`config.mk`:
```
export PLATFORM = sky130hd
export DESIGN_NAME = its_target
export DESIGN_NICKNAME = d
export VERILOG_FILES = /design/src/its_pkg.sv /design/src/its_target.sv
export SDC_FILE = /design/constraint.sdc
export NUM_CORES = 1
export LEC_CHECK = 0
export BUFFER_PORTS_ARGS = -buffer_cell sky130_fd_sc_hd__buf_2
export CORE_MARGIN = 1.5
export CORE_UTILIZATION = 58
export CTS_CLUSTER_SIZE = 25
export DETAILED_ROUTE_END_ITERATION = 16
export PLACE_DENSITY = 0.92
export REMOVE_ABC_BUFFERS = 1
export SETUP_SLACK_MARGIN = 0.5
export SYNTH_ARGS = -nofsm -noshare
export SYNTH_HDL_FRONTEND = slang
export SYNTH_SLANG_ARGS = --single-unit
```
`constraint.sdc`:
```
create_clock -name mclk -period 3.3 [get_ports mclk]
set_input_delay 0.165 -clock mclk [delete_from_list [all_inputs] [get_ports mclk]]
set_output_delay 0.165 -clock mclk [all_outputs]
set_load 0.02 [all_outputs]
```
`src/its_pkg.sv`:
```
// Shared constants and types for the two-wire register-access target
package its_pkg;
  // ------------------------------------------------------------------
  // Addressing
  // ------------------------------------------------------------------
  localparam logic [2:0] ADDR_PREFIX = 3'h4;     // Fixed upper address bits 100
  localparam logic [6:0] ARA_ADDR = 7'h0c;       // Alert response address 0001 100
  localparam logic [4:0] HS_CODE_TOP = 5'h01;    // High-speed code 00001XXX
  localparam logic [7:0] DIAG_PTR = 8'h0b;       // Pointer of the diagnostic flags register
  localparam logic [3:0] BYTE_BITS = 4'h8;
  localparam logic [2:0] LAST_DATA_IDX = 3'h3;   // Address, pointer, high, low
  // ------------------------------------------------------------------
  // Timing
  // ------------------------------------------------------------------
  localparam int CLK_MHZ = 100;
  localparam int FS_MAX_KHZ = 400;
  localparam int HS_MAX_KHZ = 2940;
  localparam int FS_SPIKE_NS = 50;
  localparam int HS_SPIKE_NS = 10;
  localparam int FS_FILT_INT = (FS_SPIKE_NS * CLK_MHZ) / 1000;
  localparam int HS_FILT_INT = (HS_SPIKE_NS * CLK_MHZ) / 1000;
  localparam logic [2:0] FS_FILT_CYC = 3'((FS_FILT_INT < 1) ? 1 : FS_FILT_INT);
  localparam logic [2:0] HS_FILT_CYC = 3'((HS_FILT_INT < 1) ? 1 : HS_FILT_INT);
  // ------------------------------------------------------------------
  // Types
  // ------------------------------------------------------------------
  typedef enum logic [5:0] {
    ST_IDLE = 6'h01,
    ST_RX = 6'h02,
    ST_ACK = 6'h04,
    ST_TX = 6'h08,
    ST_TACK = 6'h10,
    ST_WAIT = 6'h20
  } its_state_type;

  typedef struct packed {
    logic en;
    logic [7:0] ptr;
    logic [15:0] data;
  } its_wr_type;
endpackage : its_pkg

```
`src/its_target.sv`:
```
// Two-wire bus target giving a controller word access to internal registers
// Overview of operation
// - Target only; never drives the clock line.
// - Fast mode to 400 kHz, high speed 2.94 MHz.
// - Words travel high byte first, then low.
// - Address is 100, high pin code, low code.
// - Select pins resampled at every start condition.
// - Ack address, pointer, two data bytes; store word.
// - Pointer-only write is accepted without data.
// - Read returns pointed register, high then low.
// - Pointer is kept across transactions.
// - No error-check byte, no clock stretching.
// - High-speed code unacked; filters switch to high speed.
// - High speed persists over restarts; stop ends it.
// - Pending alert: ack response address, send own address.
// - Losing arbitration keeps alert asserted, no ack.
// - Held alert released by diagnostic register read.
// - Alert active low, inverted by polarity select.
`timescale 1ns/10ps
module its_target (
  input wire logic mclk,                          // System clock, 100 MHz
  input wire logic rst,                           // Synchronous reset, active high
  input wire logic scl_i,                         // Bus clock line level
  input wire logic sda_i,                         // Bus data line level
  output logic sda_o,                             // Data line drive value, always low
  output logic sda_oe,                            // Data line pulled low when high
  input wire logic [1:0] addr_select_low_pin,     // Low select pin code
  input wire logic [1:0] addr_select_high_pin,    // High select pin code
  output logic [7:0] rd_ptr,                      // Register pointer
  input wire logic [15:0] rd_data,                // Contents of pointed register
  output its_pkg::its_wr_type wr,                 // One-cycle register write
  input wire logic alert_cond,                    // Diagnostic condition active
  input wire logic alert_hold_enable,             // Keep alert after condition clears
  input wire logic alert_polarity_select,         // Alert active high when set
  output logic alert_o,                           // Alert drive value, always low
  output logic alert_oe,                          // Alert line pulled low when high
  output logic hs_mode                            // High-speed filtering active
);
  import its_pkg::*;

  // ------------------------------------------------------------------
  // Input synchronisers and spike filters
  // ------------------------------------------------------------------
  logic [1:0] s1_r, s2_r;
  logic [3:0] pin1_r, pin2_r;
  logic line_r [2];
  logic [2:0] cnt_r [2];
  logic [1:0] prev_r;
  logic hs_mode_r;
  wire [2:0] filt_cyc = hs_mode_r ? HS_FILT_CYC : FS_FILT_CYC;

  always_ff @(posedge mclk) begin
    s1_r <= {sda_i, scl_i};
    s2_r <= s1_r;
    pin1_r <= {addr_select_high_pin, addr_select_low_pin};
    pin2_r <= pin1_r;
    prev_r <= {line_r[1], line_r[0]};
  end

  genvar g;
  generate
    for (g = 0; g < 2; g++) begin : g_filt
      always_ff @(posedge mclk) begin
        if (rst) begin
          line_r[g] <= 1'b1;
          cnt_r[g] <= 3'h0;
        end else if (s2_r[g] == line_r[g]) begin
          cnt_r[g] <= 3'h0;
        end else if (cnt_r[g] == 3'(filt_cyc - 3'h1)) begin
          line_r[g] <= s2_r[g];
          cnt_r[g] <= 3'h0;
        end else begin
          cnt_r[g] <= 3'(cnt_r[g] + 3'h1);
        end
      end
    end
  endgenerate

  wire scl_f = line_r[0];
  wire sda_f = line_r[1];
  wire scl_rise = scl_f & ~prev_r[0];
  wire scl_fall = ~scl_f & prev_r[0];
  wire start_ev = scl_f & prev_r[0] & prev_r[1] & ~sda_f;
  wire stop_ev = scl_f & prev_r[0] & ~prev_r[1] & sda_f;

  // ------------------------------------------------------------------
  // Byte sequencing
  // ------------------------------------------------------------------
  its_state_type st_r;
  logic [3:0] bitcnt_r;
  logic [2:0] idx_r;
  logic [7:0] sh_r, ptr_r, hi_r, tx_sh_r, tx_lo_r;
  logic [6:0] own_r;
  logic rd_r, ara_r, ack_r, cur_r, more_r, second_r, sda_oe_r, zero_r;
  logic won_r, lost_r, diag_rd_r, pend_r, cond_q_r, alert_oe_r;
  its_wr_type wr_r;

  wire [7:0] rx_byte = {sh_r[6:0], sda_f};
  wire addr_hit = rx_byte[7:1] == own_r;
  wire ara_hit = (rx_byte[7:1] == ARA_ADDR) & rx_byte[0] & pend_r;
  wire hs_hit = rx_byte[7:3] == HS_CODE_TOP;
  // Address byte acked only on a match; data acked up to the low byte
  wire rx_ack = (idx_r == 3'h0) ? (addr_hit | ara_hit) : (idx_r <= LAST_DATA_IDX);
  wire [7:0] tx_first = ara_r ? {own_r, 1'b0} : rd_data[15:8];

  always_ff @(posedge mclk) begin
    if (rst) begin
      st_r <= ST_IDLE;
      bitcnt_r <= 4'h0;
      idx_r <= 3'h0;
      sh_r <= 8'h00;
      ptr_r <= 8'h00;
      hi_r <= 8'h00;
      tx_sh_r <= 8'h00;
      tx_lo_r <= 8'h00;
      own_r <= 7'h00;
      rd_r <= 1'b0;
      ara_r <= 1'b0;
      ack_r <= 1'b0;
      cur_r <= 1'b1;
      more_r <= 1'b0;
      second_r <= 1'b0;
      sda_oe_r <= 1'b0;
      hs_mode_r <= 1'b0;
      wr_r <= '0;
      won_r <= 1'b0;
      lost_r <= 1'b0;
      diag_rd_r <= 1'b0;
      zero_r <= 1'b0;
    end else begin
      wr_r.en <= 1'b0;
      won_r <= 1'b0;
      lost_r <= 1'b0;
      diag_rd_r <= 1'b0;
      zero_r <= 1'b0;
      if (stop_ev) begin
        st_r <= ST_IDLE;
        sda_oe_r <= 1'b0;
        hs_mode_r <= 1'b0;
      end else if (start_ev) begin
        st_r <= ST_RX;
        bitcnt_r <= 4'h0;
        idx_r <= 3'h0;
        rd_r <= 1'b0;
        ara_r <= 1'b0;
        sda_oe_r <= 1'b0;
        own_r <= {ADDR_PREFIX, pin2_r};
      end else begin
        case (st_r)
          ST_RX: begin
            if (scl_rise) begin
              sh_r <= rx_byte;
              bitcnt_r <= 4'(bitcnt_r + 4'h1);
              if (bitcnt_r == BYTE_BITS - 4'h1) begin
                ack_r <= rx_ack;
                if (idx_r == 3'h0) begin
                  rd_r <= rx_byte[0];
                  ara_r <= ara_hit & ~addr_hit;
                  if (hs_hit) hs_mode_r <= 1'b1;
                end else if (idx_r == 3'h1) begin
                  ptr_r <= rx_byte;
                end else if (idx_r == 3'h2) begin
                  hi_r <= rx_byte;
                end else if (idx_r == LAST_DATA_IDX) begin
                  wr_r <= '{en: 1'b1, ptr: ptr_r, data: {hi_r, rx_byte}};
                end
              end
            end else if (scl_fall && bitcnt_r == BYTE_BITS) begin
              idx_r <= (idx_r == 3'h7) ? idx_r : 3'(idx_r + 3'h1);
              if (ack_r) begin
                sda_oe_r <= 1'b1;
                st_r <= ST_ACK;
              end else begin
                st_r <= ST_WAIT;
              end
            end
          end
          ST_ACK: begin
            if (scl_fall) begin
              bitcnt_r <= 4'h0;
              if (rd_r) begin
                // Load happens at the ack fall so rd_data reflects the kept pointer
                cur_r <= tx_first[7];
                sda_oe_r <= ~tx_first[7];
                tx_sh_r <= {tx_first[6:0], 1'b0};
                tx_lo_r <= rd_data[7:0];
                second_r <= 1'b0;
                diag_rd_r <= ~ara_r & (ptr_r == DIAG_PTR);
                st_r <= ST_TX;
              end else begin
                sda_oe_r <= 1'b0;
                st_r <= ST_RX;
              end
            end
          end
          ST_TX: begin
            if (scl_rise) begin
              bitcnt_r <= 4'(bitcnt_r + 4'h1);
              if (ara_r && cur_r && !sda_f) begin
                lost_r <= 1'b1;
                sda_oe_r <= 1'b0;
                st_r <= ST_WAIT;
              end else if (ara_r && bitcnt_r == BYTE_BITS - 4'h1) begin
                won_r <= 1'b1;
              end
            end else if (scl_fall) begin
              if (bitcnt_r == BYTE_BITS) begin
                sda_oe_r <= 1'b0;
                st_r <= ST_TACK;
              end else begin
                cur_r <= tx_sh_r[7];
                sda_oe_r <= ~tx_sh_r[7];
                tx_sh_r <= {tx_sh_r[6:0], 1'b0};
              end
            end
          end
          ST_TACK: begin
            if (scl_rise) begin
              more_r <= ~sda_f & ~second_r & ~ara_r;
            end else if (scl_fall) begin
              if (more_r) begin
                cur_r <= tx_lo_r[7];
                sda_oe_r <= ~tx_lo_r[7];
                tx_sh_r <= {tx_lo_r[6:0], 1'b0};
                bitcnt_r <= 4'h0;
                second_r <= 1'b1;
                st_r <= ST_TX;
              end else begin
                st_r <= ST_WAIT;
              end
            end
          end
          ST_IDLE, ST_WAIT: begin
            sda_oe_r <= 1'b0;
          end
          default: begin
            st_r <= ST_IDLE;
          end
        endcase
      end
    end
  end

  // ------------------------------------------------------------------
  // Alert line
  // ------------------------------------------------------------------
  // A new condition edge wins over any release in the same cycle
  wire alert_set = alert_cond & ~cond_q_r;
  wire alert_clr = won_r | (diag_rd_r & alert_hold_enable);
  wire pend_nxt = alert_set | (pend_r & ~alert_clr & (alert_hold_enable | alert_cond));

  always_ff @(posedge mclk) begin
    if (rst) begin
      cond_q_r <= 1'b0;
      pend_r <= 1'b0;
      alert_oe_r <= 1'b0;
    end else begin
      cond_q_r <= alert_cond;
      pend_r <= pend_nxt;
      alert_oe_r <= pend_r ^ alert_polarity_select;
    end
  end

  assign sda_o = zero_r;
  assign sda_oe = sda_oe_r;
  assign rd_ptr = ptr_r;
  assign wr = wr_r;
  assign alert_o = zero_r;
  assign alert_oe = alert_oe_r;
  assign hs_mode = hs_mode_r;
endmodule : its_target

```
# After elaboration in Yosys (flattened, before gate mapping)
# Memories as Yosys holds them, arrays and structs flattened.
# Index checks and enable logic that the tools add are counted.
classes:
  addsub: 5
  order_cmp: 1
  eq_ne: 47
  muxes: 110
  n_bitwise: 55
  reduce_logical: 39
ops:
  columns: ["op", "count"]
  rows:
  - ["$mux 8", 9]
  - ["$mux 6", 11]
  - ["$mux 1", 63]
  - ["$mux 3", 12]
  - ["$pmux 6 s5", 1]
  - ["$mux 4", 7]
  - ["$ne 3x3->1 const B", 9]
  - ["$reduce_and 9->1", 3]
  - ["$ne 2x2->1 const B", 13]
  - ["$mux 25", 1]
  - ["$not 1->1", 25]
  - ["$pmux 8 s3", 1]
  - ["$reduce_and 5->1", 4]
  - ["$and 1x1->1", 17]
  - ["$reduce_and 8->1", 2]
  - ["$reduce_and 7->1", 2]
  - ["$ne 4x4->1 const B", 3]
  - ["$or 1x1->1", 12]
  - ["$pmux 4 s3", 1]
  - ["$reduce_bool 2->1", 6]
  - ["$reduce_or 6->1", 2]
  - ["$reduce_and 11->1", 1]
  - ["$reduce_and 10->1", 1]
  - ["$add 3x1->3 const B", 3]
  - ["39 further kinds", 48]
totals:
  register_bits: 109
  ram_bits: 8
  input_bits: 27
  output_inout_bits: 38
  elab_cells: 290
  mem_count: 2
mem_list:
  columns: ["name", "depth", "width", "read_ports", "rd_ports_with_merged_regs", "wr", "line", "text"]
  rows:
  - ["cnt_r", 2, 3, 2, 0, 2, "its_target.sv:47", "logic [2:0] cnt_r [2];"]
  - ["line_r", 2, 1, 2, 0, 2, "its_target.sv:46", "logic line_r [2];"]

# Longest topological paths before layout
# Gate-level depths: netlist of the first run.
depth:
  ltp_word: 9
  depth_mapped: 9
  depth_no_buf: 7

# Least setup slack after synthesis of the first run
# No wires, ideal clock.
synth_timing:
  kind: "register to register"
  from: "memory line_r[0]"
  to: "register wr_r (netlist bit wr[18])"
  setup_ns: 0.128
  arrival_time_ns: 2.165
  required_time_ns: 3.172
  setup_slack_ns: 1.007
  path_stages_with_launch: 9
  n_path_buf: 2
  synth_period_minus_slack_ns: 2.293
  cell_sequence: "edfxtp_1 -> ha_1 -> clkbuf_1 -> nand4b_1 -> a2111o_1 -> nor3_4 -> buf_6 -> mux2i_1 -> nor2_1"
synth_rtl:
  columns: ["item", "line", "text"]
  rows:
  - ["from (decl)", "its_target.sv:46", null]
  - ["to (signal assigned)", "its_target.sv:165", "wr_r <= '{en: 1'b1, ptr: ptr_r, data: {hi_r, rx_byte}};"]
  - ["to (decl)", "its_target.sv:96", "its_wr_type wr_r;"]

==> results of run 1 <==
[area by class of cell]
| class | count | share of cell area, % |
|---|---|---|
| Clock buffer | 20 | 6.58 |
| Clock inverter | 12 | 2.72 |
| Inverter | 19 | 1.08 |
| Multi-Input combinational cell | 428 | 42.6 |
| Sequential cell | 116 | 36.2 |
| Tap cell | 111 | 2.10 |
| Timing Repair Buffer | 90 | 8.70 |
[through the flow]
| step | hold slack [ps] | power (uW) | utilization (%) | cells |
|---|---|---|---|---|
| 2_1_floorplan | 193 | 1790 | - | 563 |
| 3_3_place_gp | 267 | 1930 | 63.7 | 747 |
| 3_5_place_dp | 269 | 1940 | 63.7 | 747 |
| 4_1_cts | 60.5 | 3850 | 72.3 | 796 |
| 5_1_grt | 78.8 | 3970 | 72.3 | 796 |
| 6_report | 78.8 | 3890 | 72.3 | 796 |
[repair_timing]
| item | in CTS | in global routing |
|---|---|---|
| hold buffers | 17 | 0 |
| endpoints found under the hold margin | 17 | 0 |
| gates resized for setup | 0 | 1 |
| setup endpoints to repair | 0 | 39 |
[worst register-to-register path, delay by kind of cell, from the launching register on]
family | cells | cell delay [ps]
fa+ha+maj | 1 | 460
mux | 1 | 230
flops | 1 | 430
simple gates | 3 | 640
compound gates | 1 | 480
buf+inv | 1 | 260
[registers in the layout, summed over array words and instances, names as in the netlist, 2 cells and up]
signal	flops
s1_r	2
pin1_r	4
pin2_r	4
s2_r	2
tx_lo_r	8
idx_r	3
rd_ptr	8
prev_r	2
sh_r	7
tx_sh_r	7
wr	25
hi_r	8
bitcnt_r	4
cnt_r	6
own_r	5
st_r	6
line_r	2
[path summary, 6_finish.rpt]
kind,startpoint,to,slack (ps),depth (start not counted)
hold reg to reg,s1_r[1],s2_r[1],330,0
hold / removal,rd_data[14],tx_sh_r[7],80,3
setup / recovery,line_r[0],rd_ptr[2],660,7
setup reg to reg,line_r[0],rd_ptr[2],660,7
[layer usage]
metal	vias up	GRT usage [%]
met5	-	0
met4	0	16.1
met3	73	7.10
met2	326	54.2
met1	2431	37.9
li1	2279	-
[power by group]
| part | switching [uW] | internal (uW) | total, uW |
|---|---|---|---|
| registers | 48.4 | 1450 | 1500 |
| logic | 289 | 173 | 462 |
| clock network | 673 | 1250 | 1920 |
[cells by family after synthesis]
| logic type | Yosys count | share of synthesized area (%) |
|---|---|---|
| adders and majority gates | 15 | 3.45 |
| xor gates and xnor gates | 19 | 3.06 |
| muxes | 61 | 11.3 |
| AOI/OAI and AO/OA | 110 | 13.4 |
| DFF | 116 | 44.0 |
| and+or+nand+nor | 215 | 20.0 |
| buffers and inverters | 58 | 4.56 |
| other | 2 | 0.138 |
[layout by cell type (no fill, tap or decap), types with 4 or more instances in the layout]
master         Yosys  routed
dfxtp_1          109     108
nor2_1            91      91
nand2b_1           4       4
conb_1             2       8
o21ai_0           19      19
o2111ai_1          4       4
inv_1             19      19
clkbuf_16          0      16
nand4_1            8       8
edfxtp_1           7       7
nand3_1           15      15
nor4b_1            6       5
a31oi_1            4       4
xnor2_1            9       9
dlygate4sd3_1      0      17
xor2_1            10      10
nor3_1            23      23
ha_1              15      15
nor2b_1            7       7
or4_1              5       5
nand2_1           23      23
buf_2              3      62
buf_4              3      10
or3_1              5       5
nor4_1             5       5
a211oi_1          13      13
a21oi_1           35      35
o21a_1             5       5
and3_1             5       5
bufinv_16          0       4
mux2i_1           58      58
==> results.yml, run 1 <==
status:
  outcome: "complete, no violations"
critical_path:
  cp.required_ps: 3700
  cp-start-kind: "register"
  crit_path_end_kind: "register"
  path_cells: "ha_1 > nand4b_1 > a2111o_1 > nor4b_2 > buf_4 > mux2i_1 > nor2_1"
  arrival_ps: 3040
  path_class: "reg -> reg"
  path_buf_inv: 1
  slowest_delay_ps: 480
  cp_top_family: "simple AND/OR/NAND/NOR gates"
  path_max_fanout: 10
  slowest_stage: "a2111o_1"
min_path:
  hold_path_class: "in -> reg"
power_and_ir_drop:
  ir_drop_mv: 0.474
  leakagePower_uw: 0.00265
  powerDensity_mw_per_mm2: 587
synthesis:
  async_reset_ff_share_pct: 0
  synth_cells: 596
  synth_flop_cell: "dfxtp_1"
  synth_cell_types: 64
  synth_largest_area_cell: "dfxtp_1"
  yosys_warnings: 0
  netlist_area_sq_mm: 0.00543
  synth_top_area_share_pct: 40.2
  synthTopCellsByCount: "dfxtp_1 (109), nor2_1 (91), mux2i_1 (58)"
  synthTopCellsByArea: "dfxtp_1 (40%), mux2i_1 (11%), nor2_1 (6.3%)"
  ys_seq_area_share_pct: 44.0
  synth_area_per_cell_sq_um: 9.12
  synth_edf_count: 7
  yosysMostFrequentCell: "dfxtp_1"
  ys_seq_elements: 116
floorplan:
  dieArea_sq_mm: 0.00996
  io_pins: 65
  coreArea_sq_mm: 0.00915
  fp.dieH_um: 99.8
  start_util_pct: 59.4
  die_x_um: 99.8
  fp-row-count: 35
final_layout:
  fin_nets: 714
  area_delta_synth_final_pct: 21.8
  multiInputGateArea_sq_mm: 0.00282
  n_fill_cell: 545
  regArea_sq_mm: 0.00239
  drive_gt1_share_pct: 16.6
  finalInstanceArea_sq_mm: 0.00662
  antennaDiodeCount: 0
sta:
  drv_slew: 0
  hold_violations: 0
  setup_violations: 0
  period_share_pct: 79.9
  setup_tns_ps: 0
  worst_slack_ps: 663
  rsz0062_at_grt: "no"
  finalCriticalPeriod_ps: 2640
  max_clock_freq_mhz: 379
  finClkSkew_ps: 8.14
  worst_slew_pin_slew_ps: 697
  slew_headroom_pct: 53.5
routing:
  drtIter0Drc: 663
  highest_layer: "met4"
  wl_um: 15500
  route.met3.wl_um: 1200
  wl_per_cell_um: 19.5
  avgViaCountPerCell: 6.42
  wl_met1_um: 6070
  drtAntennaViolNets: 0
  num_vias: 5109
  drc: 0
  met2_length_um: 7690
  firstDrtPassIters: 10
place:
  io_buffers: 62
  place_hpwl_um: 9200
  preCtsSetupSlack_ps: 603
  place_area_sq_mm: 0.00583
  place_congestion: 0.964
clock_tree:
  path_clk_slew_ps: 60
  cts_buffers: 17
  cts_tree: "done"
  clock_latency_ps: 530
  htree_levels: 4
  cts.sinks: 116
  cts_buffer_depth: 2
  post_cts_buffers: 0
  root_buffer: "clkbuf_8"
grt:
  grt_overflow: 0
  grt_first_pass_wirelength_um: 24800
  antenna_found_initial: 0
  grt_pass1_vias: 4948
  grt_usage_pct: 31.9
  grt_max_degree: 49
run:
  drv_cap: 0
Note: power is estimated with default switching activity, not from simulation.
==> inputs of run 2 (changes only) <==
--- a/config.mk
+++ b/config.mk
@@ -5,12 +5,13 @@
 export SDC_FILE = /design/constraint.sdc
 export NUM_CORES = 1
 export LEC_CHECK = 0
+export ABC_AREA = 1
 export BUFFER_PORTS_ARGS = -buffer_cell sky130_fd_sc_hd__buf_2
 export CORE_MARGIN = 1.5
 export CORE_UTILIZATION = 58
 export CTS_CLUSTER_SIZE = 25
 export DETAILED_ROUTE_END_ITERATION = 16
-export PLACE_DENSITY = 0.92
+export PLACE_DENSITY = 0.91
 export REMOVE_ABC_BUFFERS = 1
 export SETUP_SLACK_MARGIN = 0.5
 export SYNTH_ARGS = -nofsm -noshare
==> constraint.sdc (replaced) <==
create_clock -name mclk -period 2.7 [get_ports mclk]
set_input_delay 0.135 -clock mclk [delete_from_list [all_inputs] [get_ports mclk]]
set_output_delay 0.135 -clock mclk [all_outputs]
set_load 0.02 [all_outputs]
==> run 2 against run 1 <==
Against the previous run:
- final cell count grew 18%
- non-clock buffer count grew 4
- global-route usage shrank 0.74 points
- total power grew 26%
- sequential power grew 25%
- hold slack gained 21 ps
- first-iteration DRC count shrank 23%
==> results.yml, run 2 <==
critical_path:
  path_cells: "ha_1 > nand2_1 > nor2_4 > inv_6 > nand2_4 > nor3_4 > buf_12 > buf_6 > nand3_1 > a21oi_1"
  crit_path_end_kind: "register"
  cp.required_ps: 3140
  rr_startpoint: "line_r[0]"
  path_max_fanout: 19
  path_buf_inv: 3
  rrSetupSlack_ps: 680
  ff2ff_path_depth: 10
  worst_r2r_endpoint: "wr[4]"
  path_class: "reg -> reg"
  slowest_stage: "edfxtp_1"
  cp_top_family: "simple AND/OR/NAND/NOR gates"
  slowest_delay_ps: 460
  cp-start-kind: "register"
  arrival_ps: 2460
synthesis:
  ys_seq_area_share_pct: 44.0
  synth_flop_cell: "dfxtp_1"
  synth_edf_count: 7
  synth_area_per_cell_sq_um: 7.48
  synthTopCellsByArea: "dfxtp_1 (40%), nand2_1 (8.6%), nor2_1 (7.4%)"
  synth_largest_area_cell: "dfxtp_1"
  netlist_area_sq_mm: 0.00543
  synth_top_area_share_pct: 40.2
  synthTopCellsByCount: "nand2_1 (125), dfxtp_1 (109), nor2_1 (107)"
  yosysMostFrequentCell: "nand2_1"
  synth_cell_types: 42
  yosys_warnings: 0
  async_reset_ff_share_pct: 0
  synth_cells: 726
  synth_top_family_by_area: "simple AND/OR/NAND/NOR gates"
  synthSimpleGateAreaFrac_pct: 30.0
  synthMuxAreaShare_pct: 0
  ys_seq_elements: 116
  synth_compound_gate_area_share_pct: 13.5
  synth_xor_area_share_pct: 1.29
  synthAdderAreaFrac_pct: 3.45
sta:
  worst_slew_pin_slew_ps: 587
  period_share_pct: 74.9
  drv_slew: 0
  finClkSkew_ps: 15.3
  max_clock_freq_mhz: 495
  slew_headroom_pct: 60.8
  setup_tns_ps: 0
  setup_violations: 0
  rsz0062_at_grt: "no"
  hold_violations: 0
  finalCriticalPeriod_ps: 2020
routing:
  drtIter0Drc: 513
  num_vias: 5397
  avgViaCountPerCell: 5.74
  firstDrtPassIters: 6
  drc: 0
  wl_um: 15200
  drtAntennaViolNets: 0
  wl_per_cell_um: 16.2
clock_tree:
  htree_levels: 4
  cts.sinks: 116
  path_clk_slew_ps: 60
  root_buffer: "clkbuf_8"
  clock_latency_ps: 520
  cts_buffers: 17
  cts_buffer_depth: 2
  cts_tree: "done"
final_layout:
  finalInstanceArea_sq_mm: 0.00668
  drive_gt1_share_pct: 17.1
  fin_nets: 859
  antennaDiodeCount: 0
  final_common_cell: "nand2_1"
  instances_no_fill: 941
  area_delta_synth_final_pct: 22.9
  largest_reg_flops: 25
  postLayoutCoreUtil_pct: 73.0
  layout_common_cells: "nand2_1 (125), dfxtp_1 (109), nor2_1 (106)"
min_path:
  min-delay-start: "rd_data[13]"
  hold_path_class: "in -> reg"
  hold_depth: 7
  min_to: "tx_sh_r[6]"
floorplan:
  fp-row-count: 35
  start_util_pct: 59.4
  io_pins: 65
  dieArea_sq_mm: 0.00996
  die_x_um: 99.8
  fp.dieH_um: 99.8
  coreArea_sq_mm: 0.00915
place:
  io_buffers: 62
  place_hpwl_um: 9640
  place_area_sq_mm: 0.00582
  place_congestion: 0.985
  dp.cells: 885
power_and_ir_drop:
  power_uw: 4910
  ir_drop_mv: 0.475
  powerDensity_mw_per_mm2: 735
  leakagePower_uw: 0.00293
grt:
  grt_pass1_vias: 5212
  grt_first_pass_wirelength_um: 24500
  grt_overflow: 0
  grt_usage_pct: 31.1
  antenna_found_initial: 0
  grt_max_degree: 43
run:
  drv_cap: 0
status:
  outcome: "complete, no violations"
[run 2: cell types whose count changed after synthesis, moves of 10 or more]
cell	delta
nand2_1	+102
mux2i_1	-58
nand3_1	+51
inv_1	+46
a21oi_1	+31
o21ai_0	+31
nor2_1	+16
clkbuf_1	-13
nor3_1	-10
[run 2: what timing repair did]
| item | in CTS | in global routing |
|---|---|---|
| setup endpoints to repair | 30 | 48 |
| hold endpoints to repair | 17 | 0 |
| gates cloned | 0 | 1 |
| hold buffers | 17 | 0 |
| pin swaps | 1 | 2 |
| setup buffers | 1 | 5 |
| resized for setup | 1 | 9 |
[run 2: worst max path at each step]
stage,startpoint,end,cells after the start
floorplan,line_r[0],wr[0],9
global placement,line_r[0],wr[4],9
detailed placement,line_r[0],wr[17],9
CTS,line_r[0],hi_r[0],10
global route,st_r[4],tx_sh_r[4],9
finish,line_r[0],wr[4],10
[run 2: worst min-delay path, stage by stage]
cell and delay (ps):
buf_2 70, nand2_1 40, nor2_1 90, nor2_1 50, nand3_1 70, nand2_1 50
nor2_1 70
[run 2: where the power goes]
part / internal, uW / leakage, uW / switching (uW) / total [uW]
logic: 268 / 0.00169 / 525 / 793
registers: 1800 / 0.000954 / 68.7 / 1870
clock network: 1380 / 0.000289 / 871 / 2250
[run 2: cell type report]
class / instances / area [sq um]
Clock inverter: 13 / 145
Sequential cell: 116 / 2390
Inverter: 71 / 277
Tap cell: 111 / 139
Multi-Input combinational cell: 517 / 2680
Clock buffer: 19 / 443
Timing Repair Buffer: 94 / 609
Fill cell: 648 / 2470
[run 2: cell families after synthesis]
logic type      Yosys count
simple gates            349
buf+inv                 100
other cells               2
flops                   116
compound gates          136
xor+xnor                  8
fa+ha+maj                15
[run 2: metrics by stage]
stage               setup WS, ps  hold WS (ps)
floorplan                    517           163
global placement             548           237
detailed placement           402           239
CTS                          525          83.5
global route                 520           129
finish                       679          99.6
[run 2: metal layers]
metal  global-route usage, %  wire (um)
met4                    11.2        219
met3                    5.78       1140
met2                    54.3       7730
met1                    38.5       6120
met5                       0          0
